**src/include/mebc_pkg.sv**
```systemverilog
// package for the expanded bus controller: modes, states, reset values
// assumes a single 100 MHz clock domain and a synchronous reset
`default_nettype none
package mebc_pkg;
   localparam logic [1:0]  MODE_EXP_FULL   = 2'h1; // low and high address
   localparam logic [1:0]  MODE_EXP_LOW    = 2'h2; // low address only
   localparam logic [1:0]  MODE_SINGLE     = 2'h3;
   localparam logic [15:0] ADDR_IDLE       = 16'hFFFF;
   localparam logic        ENABLE_AT_RESET = 1'h1;
   localparam logic        PIN_EN_AT_RESET = 1'h0;
   localparam logic        MASK_AT_RESET   = 1'h1;
   localparam logic [1:0]  XTAL_HALF_DIV   = 2'h2; // crystal falls per phase
   localparam int          SYNC_STAGES     = 2;

   typedef enum logic [2:0] {
      ST_RESET  = 3'h0,
      ST_VECTOR = 3'h1,
      ST_RUN    = 3'h3,
      ST_STRETCH = 3'h2,
      ST_HALT   = 3'h6,
      ST_SLEEP  = 3'h7
   } mebc_state_t;
endpackage
`default_nettype wire

```
**src/rtl/mebc_sync.sv**
```systemverilog
// two flip-flop synchroniser for pins entering the clk domain
// assumes inputs are asynchronous levels
`default_nettype none
module mebc_sync
   import mebc_pkg::*;
#(
   parameter int W = 1
)(
   input  wire logic         clk,
   input  wire logic         rst,
   input  wire logic         ce,
   input  wire logic [W-1:0] d,
   output logic      [W-1:0] q
);
   logic [W-1:0] meta_r;
   always_ff @(posedge clk)
   begin
      if (rst)
      begin
         meta_r <= '0;
         q      <= '0;
      end
      else if (ce)
      begin
         meta_r <= d;
         q      <= meta_r;
      end
   end
endmodule // mebc_sync
`default_nettype wire

```
**src/rtl/mebc_top.sv**
```systemverilog
// expanded bus control: pin states, wait stretch, halt, opcode strobe
// assumes the core gives one access request per cycle with fetch marks
`default_nettype none
module mebc_top
   import mebc_pkg::*;
(
   input  wire logic        clk,
   input  wire logic        rst,
   input  wire logic        ce,
   input  wire logic [1:0]  mode,
   input  wire logic        crystal_clock_input,
   input  wire logic        wait_stretch_input,
   input  wire logic        halt_n,
   input  wire logic        port5_bit0,
   input  wire logic        wait_stretch_enable,
   input  wire logic        stop_request_enable,
   input  wire logic        internal_ram_enable,
   input  wire logic        ext_pin_interrupt_enable,
   input  wire logic        int_mask,
   input  wire logic        input_strobe_flag,
   input  wire logic        input_strobe_enable,
   input  wire logic        acc_valid,
   input  wire logic        acc_write,
   input  wire logic        acc_internal,
   input  wire logic        acc_int_ram,
   input  wire logic [15:0] acc_addr,
   input  wire logic [7:0]  acc_wdata,
   input  wire logic [7:0]  int_rdata,
   input  wire logic        acc_opcode,
   input  wire logic        acc_dummy,
   input  wire logic        instr_end,
   input  wire logic        sleep_until_irq_op,
   input  wire logic        irq_taken,
   input  wire logic [7:0]  data_in,
   output logic [15:0] addr_out,
   output logic [15:0] addr_oe_n,
   output logic [7:0]  data_out,
   output logic        data_oe_n,
   output logic        rd_n,
   output logic        wr_n,
   output logic        rw,
   output logic        strobe_oe_n,
   output logic        opcode_fetch_strobe,
   output logic        bus_available,
   output logic        bus_clock,
   output logic        int_clock,
   output logic        stall,
   output logic        int_write,
   output logic [7:0]  rdata,
   output logic        irq_request,
   output logic        wait_stretch_en_r,
   output logic        stop_request_en_r,
   output logic        pin_int_en_r,
   output logic        mask_r
);
   ////////////////////////////////////////////////////////////////////////
   // pin synchronisers
   // active-low pins enter inverted so a cleared synchroniser reads idle
   logic       xtal_s;
   logic       mr_low_s;
   logic       halt_low_s;
   logic       p50_low_s;
   mebc_sync #(.W(4)) u_sync (
      .clk (clk),
      .rst (rst),
      .ce  (ce),
      .d   ({crystal_clock_input, ~wait_stretch_input, ~halt_n,
             ~port5_bit0}),
      .q   ({xtal_s, mr_low_s, halt_low_s, p50_low_s})
   );

   ////////////////////////////////////////////////////////////////////////
   // decode
   mebc_state_t state_r;
   mebc_state_t state_nxt;
   logic        xtal_d_r;
   logic [1:0]  div_r;
   logic        fetched_r;
   wire logic expanded   = (mode != MODE_SINGLE);
   wire logic xtal_fall  = xtal_d_r & ~xtal_s;
   wire logic phase_tick = xtal_fall & (div_r == XTAL_HALF_DIV - 2'h1);
   // ram disabled turns the internal ram range into an external access
   wire logic is_internal = acc_internal
                          & ~(acc_int_ram & ~internal_ram_enable);
   wire logic mr_active = expanded & wait_stretch_en_r
                        & ~is_internal & acc_valid & mr_low_s;
   wire logic halt_req  = expanded & stop_request_en_r & halt_low_s
                        & fetched_r;
   wire logic pin_irq   = pin_int_en_r & p50_low_s;
   wire logic strobe_irq = input_strobe_enable & input_strobe_flag;
   wire logic in_reset_st = (state_r == ST_RESET);

   ////////////////////////////////////////////////////////////////////////
   // state machine
   always_comb
   begin
      state_nxt = state_r;
      case (state_r)
         ST_RESET:   state_nxt = ST_VECTOR;
         ST_VECTOR:
            if (acc_valid & acc_opcode)
               state_nxt = ST_RUN;
         ST_RUN:
            if (bus_clock & mr_active)
               state_nxt = ST_STRETCH;
            else if (halt_req & instr_end)
               state_nxt = ST_HALT;
            else if (sleep_until_irq_op)
               state_nxt = ST_SLEEP;
         ST_STRETCH:
            if (!mr_active)
               state_nxt = ST_RUN;
         ST_HALT:
            if (!halt_req)
               state_nxt = ST_RUN;
         ST_SLEEP:
            if (irq_request)
               state_nxt = ST_RUN;
         default:    state_nxt = ST_RESET;
      endcase
   end

   ////////////////////////////////////////////////////////////////////////
   // clock derivation: both clocks step on crystal falling edges only
   always_ff @(posedge clk)
   begin
      if (rst)
      begin
         xtal_d_r  <= 1'h0;
         div_r     <= 2'h0;
         int_clock <= 1'h0;
         bus_clock <= 1'h0;
      end
      else if (ce)
      begin
         xtal_d_r <= xtal_s;
         if (xtal_fall)
            div_r <= phase_tick ? 2'h0 : div_r + 2'h1;
         if (phase_tick)
            int_clock <= ~int_clock;
         // the external clock may not fall while stretched; rising is free
         if (phase_tick && !(bus_clock && state_nxt == ST_STRETCH))
            bus_clock <= ~bus_clock;
      end
   end

   ////////////////////////////////////////////////////////////////////////
   // control bits and state
   always_ff @(posedge clk)
   begin
      if (rst)
      begin
         state_r           <= ST_RESET;
         fetched_r         <= 1'h0;
         wait_stretch_en_r <= ENABLE_AT_RESET;
         stop_request_en_r <= ENABLE_AT_RESET;
         pin_int_en_r      <= PIN_EN_AT_RESET;
         mask_r            <= MASK_AT_RESET;
      end
      else if (ce)
      begin
         state_r           <= state_nxt;
         if (state_r == ST_VECTOR && acc_valid && acc_opcode)
            fetched_r <= 1'h1;
         wait_stretch_en_r <= expanded & wait_stretch_enable;
         stop_request_en_r <= expanded & stop_request_enable;
         pin_int_en_r      <= ext_pin_interrupt_enable;
         mask_r            <= int_mask;
      end
   end

   ////////////////////////////////////////////////////////////////////////
   // bus pins
   wire logic halted   = (state_r == ST_HALT);
   wire logic sleeping = (state_r == ST_SLEEP);
   wire logic drive    = acc_valid & ~sleeping & ~halted;
   always_ff @(posedge clk)
   begin
      if (rst)
      begin
         addr_out            <= ADDR_IDLE;
         // reset drives the low address in modes 1, 2, the high in mode 1
         addr_oe_n           <= {{8{mode != MODE_EXP_FULL}},
                                 {8{mode == MODE_SINGLE}}};
         data_out            <= 8'h00;
         data_oe_n           <= 1'h1;
         rd_n                <= 1'h1;
         wr_n                <= 1'h1;
         rw                  <= 1'h1;
         strobe_oe_n         <= 1'h0;
         opcode_fetch_strobe <= 1'h1;
         bus_available       <= 1'h0;
         stall               <= 1'h1;
         int_write           <= 1'h0;
         rdata               <= 8'h00;
         irq_request         <= 1'h0;
      end
      else if (ce)
      begin
         // low address drives in modes 1 and 2, high address in mode 1
         addr_oe_n[7:0]  <= {8{~expanded}};
         addr_oe_n[15:8] <= {8{mode != MODE_EXP_FULL}};
         addr_out  <= (sleeping | ~drive) ? ADDR_IDLE : acc_addr;
         rd_n      <= ~(drive & ~acc_write);
         wr_n      <= ~(drive & acc_write);
         rw        <= ~(drive & acc_write);
         // in expanded modes writes drive data even when internal; reads release the bus
         data_oe_n <= ~(drive & acc_write & expanded);
         data_out  <= acc_wdata;
         int_write <= drive & acc_write & is_internal;
         rdata     <= is_internal ? int_rdata : data_in;
         strobe_oe_n   <= halted;
         bus_available <= halted;
         opcode_fetch_strobe <= ~(drive & acc_opcode & ~acc_dummy
                                  & ~in_reset_st);
         stall     <= (state_nxt != ST_RUN) & (state_nxt != ST_VECTOR);
         // one request line for both sources; irq_taken drops it a cycle
         irq_request <= ~mask_r & ~irq_taken
                      & (pin_irq | strobe_irq);
      end
   end

   ////////////////////////////////////////////////////////////////////////
   // checks
   AST_RESET_EN: assert property (@(posedge clk)
      $rose(rst) |=> ##1 (wait_stretch_en_r && stop_request_en_r))
      else $error("enables not set by reset");
   AST_SINGLE: assert property (@(posedge clk) disable iff (rst)
      ce && mode == MODE_SINGLE && $past(mode) == MODE_SINGLE
      && state_r != ST_HALT |=> state_r != ST_HALT)
      else $error("halt in single chip mode");
   AST_INT_MR: assert property (@(posedge clk) disable iff (rst)
      ce && acc_internal && !acc_int_ram |-> !mr_active)
      else $error("stretch on internal access");
   AST_STROBES: assert property (@(posedge clk) disable iff (rst)
      ce && drive && acc_write |=> !wr_n && !rw)
      else $error("write strobe missing");
   AST_INT_WR_DATA: assert property (@(posedge clk) disable iff (rst)
      ce && drive && acc_write && expanded |=> !data_oe_n
      && data_out == $past(acc_wdata))
      else $error("internal write data not driven");
   AST_RD_FLOAT: assert property (@(posedge clk) disable iff (rst)
      ce && !acc_write |=> data_oe_n)
      else $error("data driven on read");
   AST_OVL_READ: assert property (@(posedge clk) disable iff (rst)
      ce && is_internal |=> rdata == $past(int_rdata))
      else $error("overlapped read took external data");
   AST_SLEEP_BUS: assert property (@(posedge clk) disable iff (rst)
      ce && state_r == ST_SLEEP |=> addr_out == ADDR_IDLE && rd_n
      && wr_n && rw && data_oe_n)
      else $error("bus not idle in sleep");
   AST_HALT_PINS: assert property (@(posedge clk) disable iff (rst)
      ce && state_r == ST_HALT |=> bus_available && strobe_oe_n)
      else $error("halt pins wrong");
   AST_IRQ_GATE: assert property (@(posedge clk) disable iff (rst)
      ce && mask_r |=> !irq_request)
      else $error("interrupt while masked");
   AST_DUMMY: assert property (@(posedge clk) disable iff (rst)
      ce && acc_dummy |=> opcode_fetch_strobe)
      else $error("strobe low on dummy fetch");
   // the stretch may end in the cycle the ready input returns
   AST_STRETCH: assert property (@(posedge clk) disable iff (rst)
      ce && state_r == ST_STRETCH && mr_active && bus_clock |=> bus_clock)
      else $error("bus clock fell while stretched");
   AST_RESET_PINS: assert property (@(posedge clk)
      rst |=> addr_out == ADDR_IDLE && data_oe_n && rd_n && wr_n && rw
      && opcode_fetch_strobe && !bus_available)
      else $error("pins not idle in reset");
   AST_EARLY_HALT: assert property (@(posedge clk) disable iff (rst)
      !fetched_r |=> state_r != ST_HALT)
      else $error("halt before first fetch");
   COV_STRETCH: cover property (@(posedge clk) state_r == ST_STRETCH);
   COV_HALT: cover property (@(posedge clk) state_r == ST_HALT);
   COV_SLEEP: cover property (@(posedge clk) state_r == ST_SLEEP);
   COV_IRQ: cover property (@(posedge clk) irq_request && !mask_r);
endmodule // mebc_top
`default_nettype wire

```
**config.mk**
```make
export PLATFORM = sky130hd
export DESIGN_NAME = mebc_top
export DESIGN_NICKNAME = d
export VERILOG_FILES = /design/src/include/mebc_pkg.sv /design/src/rtl/mebc_sync.sv /design/src/rtl/mebc_top.sv
export SDC_FILE = /design/constraint.sdc
export NUM_CORES = 1
export LEC_CHECK = 0
export BUFFER_PORTS_ARGS = -buffer_cell sky130_fd_sc_hd__buf_2
export CAP_MARGIN = 0
export CORE_ASPECT_RATIO = 0.75
export CORE_MARGIN = 5
export CORE_UTILIZATION = 42
export CTS_CLUSTER_DIAMETER = 50
export CTS_CLUSTER_SIZE = 16
export DETAILED_ROUTE_END_ITERATION = 8
export GPL_TIMING_DRIVEN = 0
export PLACE_DENSITY = 0.75
export SETUP_SLACK_MARGIN = 0.02
export SYNTH_ARGS = -nofsm -noshare
export SYNTH_HDL_FRONTEND = slang
export SYNTH_SLANG_ARGS = --single-unit
```
**constraint.sdc**
```tcl
create_clock -name clk -period 5.4 [get_ports clk]
set_input_delay 1.62 -clock clk [delete_from_list [all_inputs] [get_ports clk]]
set_output_delay 1.62 -clock clk [all_outputs]
set_load 0.05 [all_outputs]
```
==> reports/results.ini <==
[run_status]
status=finished clean

[sta]
worst_slew_margin_rel=0.571
skew_ns=0.00711
rsz0062_at_grt=no
max_freq_mhz=348
post-route-worst-setup-slack_ns=2.52
period_needed_ns=2.88
hold_violations=0
worst_hold_slack_ns=0.479
fin_setup_tns_ns=0
tightest_slew_ns=0.643
drv_slew=0
setup-violations-final=0
finalCritPeriodShare=0.533

[logic_synthesis]
yosys-top-cells-count=61 x dfxtp_1, 39 x nor2_1, 18 x o22a_1
synth_seq_area_share=0.505
synthesis.nets=329
synth_ff_type=dfxtp_1
synth_top_area_cell=dfxtp_1
ys_ff_latch=63
yosysTopAreaCellShare=0.481
synthArstFlopShare=0
yosys-top-cells-area=dfxtp_1 48%, mux2i_1 6.7%, o22a_1 6.2%
syn_avg_cell_area_um2=9.61
netlist_instances=264
synth_area_mm2=0.00254
yosysMostFrequentCell=dfxtp_1
ys_types=41
synth_edf_count=2
yosysWarnings=0

[cts]
h-tree-depth=3
clockBufferDepth=2
clockRootBuffer=clkbuf_8
clk_latency_ns=0.34
cts_buffers=9
cts_resized=0
ctsHoldBuffers=0
path_clk_slew_ns=0.07
numClockSinks=63
cts_tree=yes
cts_setup_buffers=0

[critical_path]
worstPathArrival_ns=3.10
crit_slowest_cell=nand3_1
path_cells=buf_2 -> nor2b_1 -> nand3_1 -> clkbuf_1 -> o22a_1
critical_path.max_fanout=10
critPathMaxStageDelay_ns=0.37
worstPathRequired_ns=5.62
worst_setup_path_start_kind=input port
end_kind=register
crit_type=input port to register

[placed_design]
port_buffers=126
gp_congestion=0.898
place_area_mm2=0.00327
place_worst_setup_slack_ns=2.16
dp_hpwl_um=5440

[drt]
finalWirelength_um=7010
avgViaCountPerCell=4.98
drt_iter0_drc=127
vias=2411
antenna_left=0
wl_per_cell_um=14.5
first_pass_iters=4
drc=0

[global_routing]
grt_usage=0.181
grt_max_degree=13
grt_pass1_wl_um=11200
grt_pass1_vias=2380
antenna_found_initial=0
grt_overflow=0

[floorplanning]
dieArea_mm2=0.00771
die_w_um=99.8
num_rows=24
core_mm2=0.00583
io_pins=129
fp.dieH_um=77.3
initial_core_util=0.436

[finish]
seq_area_mm2=0.00128
layout-drive-gt1-share=0.409
synthToLayoutAreaGrowth_pct=36.4
diodes=0
postLayoutCellArea_mm2=0.00346
n_fill_cell=541
multiInputGateArea_mm2=0.00105
nets=466

[power_and_ir_drop]
p_leak_nw=1.57
peakVddDrop_mv=0.161
cellPowerDensity_mw_per_mm2=330

[flow_run]
maxCapViolations=0

[hold_path]
min-delay-path-class=register to register

[state kept, by name, summed over array words and instances, names as in the netlist, 2 cells and up]
name	cells
div_r	2
u_sync.q	4
rdata	8
data_out	8
u_sync.meta_r	4
addr_out	16
addr_oe_n	2
state_r	3
[critical path: cells and delay by family]
kind | cells | cell delay [ns]
buffers and inverters | 2 | 0.50
AND/OR/NAND/NOR | 2 | 0.71
AO/OA/AOI/OAI | 1 | 0.26
[final timing paths]
check,start,endpoint,slack (ns),cells after the start
setup / recovery,ce,addr_out[10],2.52,5
hold / removal,addr_out[14],addr_out[14],0.48,1
setup reg to reg,state_r[2],int_write,3.73,5
hold reg to reg,addr_out[14],addr_out[14],0.48,1
[placed cells by master, fill, tap and decap left out, drive strengths merged, types with 4 or more instances in the layout]
master  instances
a211oi          5
a21oi           4
a311oi          9
buf           147
clkbuf         21
dfxtp          61
inv             7
mux2i          17
nand2          18
nand3          15
nor2           39
nor2b           5
o22a           18
[power by group]
part | internal [mW] | switching (mW) | leakage (nW)
clock network | 0.213 | 0.187 | 0.0956
logic | 0.0731 | 0.162 | 0.957
registers | 0.491 | 0.0147 | 0.522
total | 0.777 | 0.364 | 1.57
[cells by family (layout without fill, tap and decap cells)]
| logic type | after synthesis | in the layout | synth area share |
|---|---|---|---|
| buffers and inverters | 39 | 181 | 0.0828 |
| multiplexers | 18 | 18 | 0.0715 |
| flip-flops | 63 | 63 | 0.505 |
| AND/OR/NAND/NOR | 91 | 91 | 0.165 |
| AO/OA/AOI/OAI | 52 | 52 | 0.173 |
| XOR/XNOR | 1 | 1 | 0.00345 |
[metal layers]
layer  GRT usage  vias to the layer above  wire length (µm)
met5           0                        -                 0
met4      0.0368                        0                46
met3      0.0780                        9               704
met2       0.302                       98              3290
met1       0.216                     1111              2970
li1            -                     1193                 -
[stage by stage]
step | utilization | power (mW) | instances
6_report | 0.594 | 1.14 | 484
5_1_grt | 0.594 | 1.19 | 484
3_5_place_dp | 0.561 | 0.752 | 468
4_1_cts | 0.594 | 1.15 | 484
3_3_place_gp | 0.561 | 0.747 | 468
2_1_floorplan | - | 0.684 | 264
[final cells by class]
class,instances,share of cell area
timing repair buffer,126,0.182
multi-input combinational,162,0.302
sequential,63,0.370
clock buffer,9,0.0358
clock inverter,7,0.0210
tap,78,0.0282
buffer,33,0.0542
inverter,6,0.00651
No activity file was read; power rests on OpenSTA's default activity.
